File: config.mk
export PLATFORM = sky130hd
export DESIGN_NAME = perf_second_counter
export DESIGN_NICKNAME = d
export VERILOG_FILES = /design/src/hw/perf_second_pkg.sv /design/src/hw/perf_second_counter.sv
export SDC_FILE = /design/constraint.sdc
export NUM_CORES = 2
export LEC_CHECK = 0
export BUFFER_PORTS_ARGS = -buffer_cell sky130_fd_sc_hd__buf_2
export CAP_MARGIN = 10
export CORE_ASPECT_RATIO = 0.5
export CORE_UTILIZATION = 55
export DETAILED_ROUTE_END_ITERATION = 8
export PLACE_DENSITY = 0.73
export SLEW_MARGIN = 20
export SYNTH_ARGS = -nofsm -noshare
export SYNTH_HDL_FRONTEND = slang
export SYNTH_SLANG_ARGS = --single-unit
File: constraint.sdc
create_clock -name core_clk -period 45 [get_ports core_clk]
set_input_delay 4.5 -clock core_clk [delete_from_list [all_inputs] [get_ports core_clk]]
set_output_delay 4.5 -clock core_clk [all_outputs]
set_load 0.05 [all_outputs]
File: src/hw/perf_second_pkg.sv
// Constants and types shared by the performance second counter.
// Assumes a 100 MHz core clock and a once-a-second strobe from elsewhere.
package perf_second_pkg;
  localparam int COUNT_W = 32;
  // Seconds in the entry and exit decision windows
  localparam int WINDOW_SECONDS = 10;
  localparam logic [3:0] WINDOW_LAST = 4'h9;
  localparam logic [3:0] WINDOW_FULL = 4'hA;
  localparam logic [COUNT_W-1:0] WINDOW_COUNT = 32'h0000000A;
  // Severe error threshold: errors times this reaching the bit count is 1e-3
  localparam logic [47:0] SEVERE_RATIO_DEN = 48'h0000000003E8;
  // Objectives expressed per thousand available seconds
  localparam logic [47:0] OBJ_DEN = 48'h0000000003E8;
  localparam logic [15:0] ERR_OBJ_G821 = 16'h0050;
  localparam logic [15:0] ERR_OBJ_G826 = 16'h0028;
  localparam logic [15:0] ERR_OBJ_M2100 = 16'h0014;
  localparam logic [15:0] SEV_OBJ_G821 = 16'h0002;
  localparam logic [15:0] SEV_OBJ_G826 = 16'h0002;
  localparam logic [15:0] SEV_OBJ_M2100 = 16'h0001;
  // Reset values
  localparam logic [COUNT_W-1:0] COUNT_RESET = 32'h00000000;
  localparam logic [3:0] RUN_RESET = 4'h0;

  typedef enum logic [1:0] {
    std_g821 = 2'b00,
    std_g826 = 2'b01,
    std_m2100 = 2'b10
  } objective_std_e;

  typedef enum logic {
    st_available = 1'b0,
    st_unavailable = 1'b1
  } avail_state_e;
endpackage : perf_second_pkg

File: src/hw/perf_second_counter.sv
// Per-second performance statistics for a received PDH signal.
// Assumes the framer delivers error counts, bit counts and alarms on core_clk,
// valid in the cycle where sec_tick pulses; power_ok comes from a pin.
// Functional notes
// - Count seconds with one or more errors as errored while available.
// - Count severe seconds at 1e-3 ratio or alarm; count alarm seconds.
// - Background errors accumulate from non-severe seconds; shown only for G.826.
// - Ten consecutive severe seconds enter unavailable time from the run's start.
// - Ten consecutive non-severe seconds leave unavailable time, ending before them.
// - Pending entry counts as available, pending exit as unavailable; then recount.
// - Total time accumulates only while power is present.
// - Available time equals total time minus unavailable time.
// - Count seconds with no errors as error-free while available.
// - Pass when ratio is at or below objective of the selected standard.
module perf_second_counter (
  // Clock and reset
  input wire logic core_clk,
  input wire logic srst,
  // Timing and control
  input wire logic sec_tick,
  input wire logic meas_clear,
  input wire logic power_ok_pin,
  input wire logic [1:0] objective_std,
  // Upstream per-second indications
  input wire logic [perf_second_pkg::COUNT_W-1:0] err_count,
  input wire logic [perf_second_pkg::COUNT_W-1:0] bit_count,
  input wire logic alarm_indication_signal,
  input wire logic loss_of_signal,
  // Results
  output logic [perf_second_pkg::COUNT_W-1:0] errored_second_count,
  output logic [perf_second_pkg::COUNT_W-1:0] severe_error_second_count,
  output logic [perf_second_pkg::COUNT_W-1:0] alarm_second_count,
  output logic [perf_second_pkg::COUNT_W-1:0] error_free_second_count,
  output logic [perf_second_pkg::COUNT_W-1:0] background_block_error_count,
  output logic background_block_error_shown,
  output logic [perf_second_pkg::COUNT_W-1:0] total_time,
  output logic [perf_second_pkg::COUNT_W-1:0] unavailable_time,
  output logic [perf_second_pkg::COUNT_W-1:0] available_time,
  output logic unavailable,
  output logic errored_pass,
  output logic severe_pass
);
  import perf_second_pkg::*;

  logic power_meta;
  logic power_ok;
  avail_state_e state;
  logic [3:0] bad_run;
  logic [3:0] good_run;
  logic [COUNT_W-1:0] bg_raw;
  // Only the nine previous seconds are kept; the current one completes the window
  logic hist_err [WINDOW_SECONDS-1];
  logic hist_sev [WINDOW_SECONDS-1];
  logic hist_alm [WINDOW_SECONDS-1];
  logic hist_clean [WINDOW_SECONDS-1];
  logic [COUNT_W-1:0] hist_bg [WINDOW_SECONDS-1];
  logic cur_err, cur_sev, cur_alm, cur_clean, alarm, step, normal, enter_now, exit_now;
  logic [COUNT_W-1:0] cur_bg;
  logic [COUNT_W-1:0] w_err, w_sev, w_alm, w_clean, w_bg;
  logic [COUNT_W-1:0] add_err, add_sev, add_alm, add_clean, add_bg;
  logic [COUNT_W-1:0] sub_err, sub_sev, sub_alm, sub_clean, sub_bg;
  logic [15:0] err_obj, sev_obj;

  // Power indication arrives from a pin, so it is synchronised first
  always_ff @(posedge core_clk) begin
    if (srst) begin
      power_meta <= 1'b0;
      power_ok <= 1'b0;
    end else begin
      power_meta <= power_ok_pin;
      power_ok <= power_meta;
    end
  end

  // Classify the second that ends at this strobe
  always_comb begin
    alarm = alarm_indication_signal | loss_of_signal;
    cur_err = (err_count != COUNT_RESET);
    cur_clean = (err_count == COUNT_RESET);
    cur_sev = alarm |
      ((48'(err_count) * SEVERE_RATIO_DEN) >= 48'(bit_count) && cur_err);
    cur_alm = alarm;
    cur_bg = cur_sev ? COUNT_RESET : err_count;
    // Seconds lost to a power failure are neither timed nor classified
    step = sec_tick & power_ok & ~meas_clear;
    normal = step && state == st_available;
    enter_now = normal && cur_sev && bad_run == WINDOW_LAST;
    exit_now = step && state == st_unavailable && !cur_sev && good_run == WINDOW_LAST;
  end

  // Window sums over this second plus the nine before it
  always_comb begin
    w_err = 32'(cur_err);
    w_sev = 32'(cur_sev);
    w_alm = 32'(cur_alm);
    w_clean = 32'(cur_clean);
    w_bg = cur_bg;
    for (int i = 0; i < WINDOW_SECONDS - 1; i++) begin
      w_err = w_err + 32'(hist_err[i]);
      w_sev = w_sev + 32'(hist_sev[i]);
      w_alm = w_alm + 32'(hist_alm[i]);
      w_clean = w_clean + 32'(hist_clean[i]);
      w_bg = w_bg + hist_bg[i];
    end
  end

  // Deltas: pending entry counts normally, then the run is taken back out;
  // pending exit counts nothing, then the run is credited back in
  always_comb begin
    add_err = exit_now ? w_err : (normal ? 32'(cur_err) : COUNT_RESET);
    add_sev = exit_now ? w_sev : (normal ? 32'(cur_sev) : COUNT_RESET);
    add_alm = exit_now ? w_alm : (normal ? 32'(cur_alm) : COUNT_RESET);
    add_clean = exit_now ? w_clean : (normal ? 32'(cur_clean) : COUNT_RESET);
    add_bg = exit_now ? w_bg : (normal ? cur_bg : COUNT_RESET);
    sub_err = enter_now ? w_err : COUNT_RESET;
    sub_sev = enter_now ? w_sev : COUNT_RESET;
    sub_alm = enter_now ? w_alm : COUNT_RESET;
    sub_clean = enter_now ? w_clean : COUNT_RESET;
    sub_bg = enter_now ? w_bg : COUNT_RESET;
  end

  // Result counters
  always_ff @(posedge core_clk) begin
    if (srst || meas_clear) begin
      errored_second_count <= COUNT_RESET;
      severe_error_second_count <= COUNT_RESET;
      alarm_second_count <= COUNT_RESET;
      error_free_second_count <= COUNT_RESET;
      bg_raw <= COUNT_RESET;
    end else begin
      errored_second_count <= errored_second_count + add_err - sub_err;
      severe_error_second_count <= severe_error_second_count + add_sev - sub_sev;
      alarm_second_count <= alarm_second_count + add_alm - sub_alm;
      error_free_second_count <= error_free_second_count + add_clean - sub_clean;
      bg_raw <= bg_raw + add_bg - sub_bg;
    end
  end

  // Time counters; unavailable time gains the whole run on entry, loses it on exit
  always_ff @(posedge core_clk) begin
    if (srst || meas_clear) begin
      total_time <= COUNT_RESET;
      unavailable_time <= COUNT_RESET;
    end else if (step) begin
      total_time <= total_time + 32'h00000001;
      if (enter_now) begin
        unavailable_time <= unavailable_time + WINDOW_COUNT;
      end else if (exit_now) begin
        unavailable_time <= unavailable_time + 32'h00000001 - WINDOW_COUNT;
      end else if (state == st_unavailable) begin
        unavailable_time <= unavailable_time + 32'h00000001;
      end
    end
  end

  // Availability state and run lengths
  always_ff @(posedge core_clk) begin
    if (srst || meas_clear) begin
      state <= st_available;
      bad_run <= RUN_RESET;
      good_run <= RUN_RESET;
    end else if (step) begin
      unique case (state)
        st_available: begin
          good_run <= RUN_RESET;
          bad_run <= cur_sev ? bad_run + 4'h1 : RUN_RESET;
          if (enter_now) begin
            state <= st_unavailable;
            bad_run <= RUN_RESET;
          end
        end
        st_unavailable: begin
          bad_run <= RUN_RESET;
          good_run <= cur_sev ? RUN_RESET : good_run + 4'h1;
          if (exit_now) begin
            state <= st_available;
            good_run <= RUN_RESET;
          end
        end
      endcase
    end
  end

  // History of the last seconds, newest at index zero
  always_ff @(posedge core_clk) begin
    if (srst || meas_clear) begin
      for (int i = 0; i < WINDOW_SECONDS - 1; i++) begin
        hist_err[i] <= 1'b0;
        hist_sev[i] <= 1'b0;
        hist_alm[i] <= 1'b0;
        hist_clean[i] <= 1'b0;
        hist_bg[i] <= COUNT_RESET;
      end
    end else if (step) begin
      hist_err[0] <= cur_err;
      hist_sev[0] <= cur_sev;
      hist_alm[0] <= cur_alm;
      hist_clean[0] <= cur_clean;
      hist_bg[0] <= cur_bg;
      for (int i = 1; i < WINDOW_SECONDS - 1; i++) begin
        hist_err[i] <= hist_err[i-1];
        hist_sev[i] <= hist_sev[i-1];
        hist_alm[i] <= hist_alm[i-1];
        hist_clean[i] <= hist_clean[i-1];
        hist_bg[i] <= hist_bg[i-1];
      end
    end
  end

  assign unavailable = (state == st_unavailable);
  assign available_time = total_time - unavailable_time;
  assign background_block_error_shown = (objective_std == std_g826);
  // Hidden rather than frozen, so switching standard shows the live count
  assign background_block_error_count = background_block_error_shown ? bg_raw : COUNT_RESET;

  // Objectives of the selected standard; the unused code falls back to G.821
  assign err_obj = (objective_std == std_g826) ? ERR_OBJ_G826 :
    (objective_std == std_m2100) ? ERR_OBJ_M2100 : ERR_OBJ_G821;
  assign sev_obj = (objective_std == std_g826) ? SEV_OBJ_G826 :
    (objective_std == std_m2100) ? SEV_OBJ_M2100 : SEV_OBJ_G821;

  // Cross-multiplied ratio test avoids a divider; an empty period passes
  always_ff @(posedge core_clk) begin
    if (srst || meas_clear) begin
      errored_pass <= 1'b1;
      severe_pass <= 1'b1;
    end else if (sec_tick) begin
      errored_pass <= (48'(errored_second_count) * OBJ_DEN)
        <= (48'(err_obj) * 48'(available_time));
      severe_pass <= (48'(severe_error_second_count) * OBJ_DEN)
        <= (48'(sev_obj) * 48'(available_time));
    end
  end
endmodule : perf_second_counter

==> metrics.csv <==
metric;value;unit
layout cells sized above 1;7.40;%
final worst path period need;19.61;ns
clock-pin slew on the worst setup and hold paths;0.07;ns
VDD IR-drop max;50.0;uV
final net count;8636;
largest net degree at the start of global routing;129;
sequential area share after synthesis;22.3;%
yosys warns;0;
DPL Wire Length;128000;um
worst path required time;45.63;ns
cell leakage power;34.7;nW
top cell type by total area after synthesis;fa_1;
post-layout util;60.4;%
Clock Latency Late Sink;0.69;ns
Num CTS Buffers;58;
Clock Path Buffers;3;
Final Cycle Share;43.6;%
compound-gate portion of the synthesized area;11.9;%
Avg Inst Size Synth;9.55;um2
cells after synthesis;6782;
initial antenna violation count;6;
GRT overflow;0;
# hold bufs at CTS;0;
drt total wl;162000;um
placed insts;8571;
overall die width;487;um
Pwr Total;0.00348;W
CP Max Fanout;26;
Setup Viol. Count Final;0;
Largest stage delay, worst path;0.67;ns
Root Buffer;clkbuf_16;
1st-iter DRT viols;3403;
GRT Total Usage;27.6;%
clock sinks;561;
mux contribution to synthesized area;0.319;%
XOR/XNOR Fraction of Synth Area;5.41;%
antenna viol nets, final;0;
Worst EP arrival;20.25;ns
CP startpoint kind;input port;
Synth Area in Simple Gates;14.8;%
synthesized net count;8362;
Finished Layout Cells;8682;
via count;48351;
die area;119000;um2
Core Region;116000;um2
Synth Cell Area;64800;um2
#FFs+latches synth;561;
Post-synth EDFFs;324;
Max Clock Skew;0.0724;ns
H-tree lvl count;2;
Slew @ Worst Pin;1.16;ns
Worst Setup End Kind;register;
largest family of logic cells by synthesized area;adder cells;
gpl congestion;0.930;
post-route DRC violation count;0;
Final Hold Vio Count;0;
first-pass GRT wire length;262000;um
slew margin rel.;21.5;%
Synth top area share;23.4;%
post-cts resize count;0;
postcts setup bufs;0;
prevailing post-synth register cell;edfxtp_1;
Die Span Y;245;um
Hold WC Path Type;register to register;
# rows;88;
unrepaired setup endpoints after global routing;false;
final slew viol count;0;
CP Class;input port to register;
setup TNS;0;ns
port bufs;332;
critical path's most frequent cell;fa_1;
CTS tree;built;
max cap viols;0;
wire per inst;18.6;um
ranking of synthesized cells by area;fa_1 (23%), edfxtp_1 (15%), ha_1 (14%);
DR pass1 iterations;5;
status;complete, no violations;
Starting Density;55.8;%
P per Cell Area;49.7;nW/um2
slowest CP cell;a311oi_1;
fmax;51.0;MHz
Post-synth ARST share;0;%
I/O pin count;333;
vias per cell;5.57;
Yosys cell types;95;
Synth Area in Adders;37.9;%
vias in the first global route;48198;
Area Overhead vs Synth;8.28;%
==> cell usage after synthesis, drive strengths merged (44+ instances only) <==
cell / n
inv: 1104
fa: 758
ha: 749
nor2: 477
a21oi: 380
and2: 369
edfxtp: 324
nand2: 271
xnor2: 252
dfxtp: 237
o21ai: 204
a21o: 165
nor3: 156
xor2: 146
clkbuf: 115
nand3: 112
nor2b: 112
nand2b: 79
nand4: 67
and3: 60
o21a: 52
a31oi: 47
o21bai: 44
==> path summary, 6_finish.rpt <==
kind                            depth (start not counted)           startpoint            to  slack, ns
worst max-delay path                                   63         err_count[4]    bg_raw[31]      25.39
worst min-delay path                                    1           power_meta      power_ok       0.46
worst max register to register                         37  unavailable_time[0]  errored_pass      34.80
worst min register to register                          1           power_meta      power_ok       0.46
==> registers in the layout (all words and copies together), names as in the netlist, 32 cells and up <==
register	count
alarm_second_count	32
bg_raw	32
error_free_second_count	32
errored_second_count	32
hist_bg	288
severe_error_second_count	32
total_time	32
unavailable_time	32
==> placed cells by master (no fill, tap or decap), types with 15 or more instances in the layout <==
| master | synthesis | layout |
|---|---|---|
| dfxtp_1 | 237 | 237 |
| edfxtp_1 | 324 | 324 |
| o31ai_1 | 34 | 34 |
| o21ai_0 | 195 | 195 |
| nor4_1 | 27 | 27 |
| and3_1 | 60 | 60 |
| clkbuf_16 | 0 | 61 |
| nand3_1 | 110 | 109 |
| nor2b_1 | 112 | 112 |
| a21oi_1 | 380 | 380 |
| o21a_1 | 52 | 52 |
| nand4_1 | 66 | 66 |
| nor3b_1 | 17 | 17 |
| mux2i_1 | 15 | 15 |
| nor3_1 | 154 | 154 |
| ha_1 | 749 | 748 |
| a31oi_1 | 47 | 46 |
| xnor2_1 | 250 | 250 |
| nor2_1 | 477 | 474 |
| and2_1 | 368 | 367 |
| or3_1 | 39 | 39 |
| o21bai_1 | 44 | 44 |
| a21boi_0 | 16 | 16 |
| xor2_1 | 146 | 146 |
| buf_2 | 19 | 332 |
| o211ai_1 | 23 | 23 |
| buf_4 | 4 | 32 |
| inv_1 | 1103 | 1102 |
| a21o_1 | 165 | 165 |
| a311oi_1 | 17 | 17 |
| fa_1 | 758 | 758 |
| nand2_1 | 269 | 269 |
| a211oi_1 | 40 | 40 |
| nand2b_1 | 79 | 79 |
| or2_2 | 24 | 23 |
==> where the power goes <==
| part | switching, W | internal [W] |
|---|---|---|
| Clock | 0.000235 | 0.000299 |
| Combinational | 0.00134 | 0.000980 |
| Sequential | 0.0000520 | 0.000575 |
| Total | 0.00163 | 0.00185 |
==> layer usage <==
metal  vias up  GRT usage [%]  wire length (um)
met5         -              0                27
met4         4           8.91              5590
met3       246           3.81              8870
met2      1223           44.8             75200
met1     23700           38.2             72100
li1      23178              -                 -
==> layout make-up <==
class	count	area [um2]
multi-input combinational	4967	45600
inverter	1104	4150
antenna	2	5.00
sequential	561	14500
timing repair buffer	364	1900
clock inverter	34	418
tap	1575	1970
fill	9972	45900
clock buffer	75	1610
==> cells by family after synthesis <==
family                     after synthesis
xor gates and xnor gates               398
adders and majority gates             1507
and+or+nand+nor                       1857
muxes                                   20
AOI/OAI and AO/OA                     1185
DFF                                    561
buffers and inverters                 1254
==> per-stage QoR <==
stage	cell area (um2)	hold WS, ns	worst slack (ns)
final	70100	0.457	25.39
after global routing	70100	0.458	24.28
after CTS	70100	0.469	25.58
after detailed placement	68100	0.454	24.89
after global placement	68100	0.449	25.11
after floorplan	64800	0.414	26.34
==> critical path: cells and delay by family <==
| family | cells | cell delay [ns] |
|---|---|---|
| compound gates | 27 | 6.69 |
| fa+ha+maj | 14 | 5.90 |
| simple gates | 14 | 1.90 |
| buf+inv | 6 | 0.94 |
| xor+xnor | 2 | 0.30 |
(Power assumes the default switching activity.)
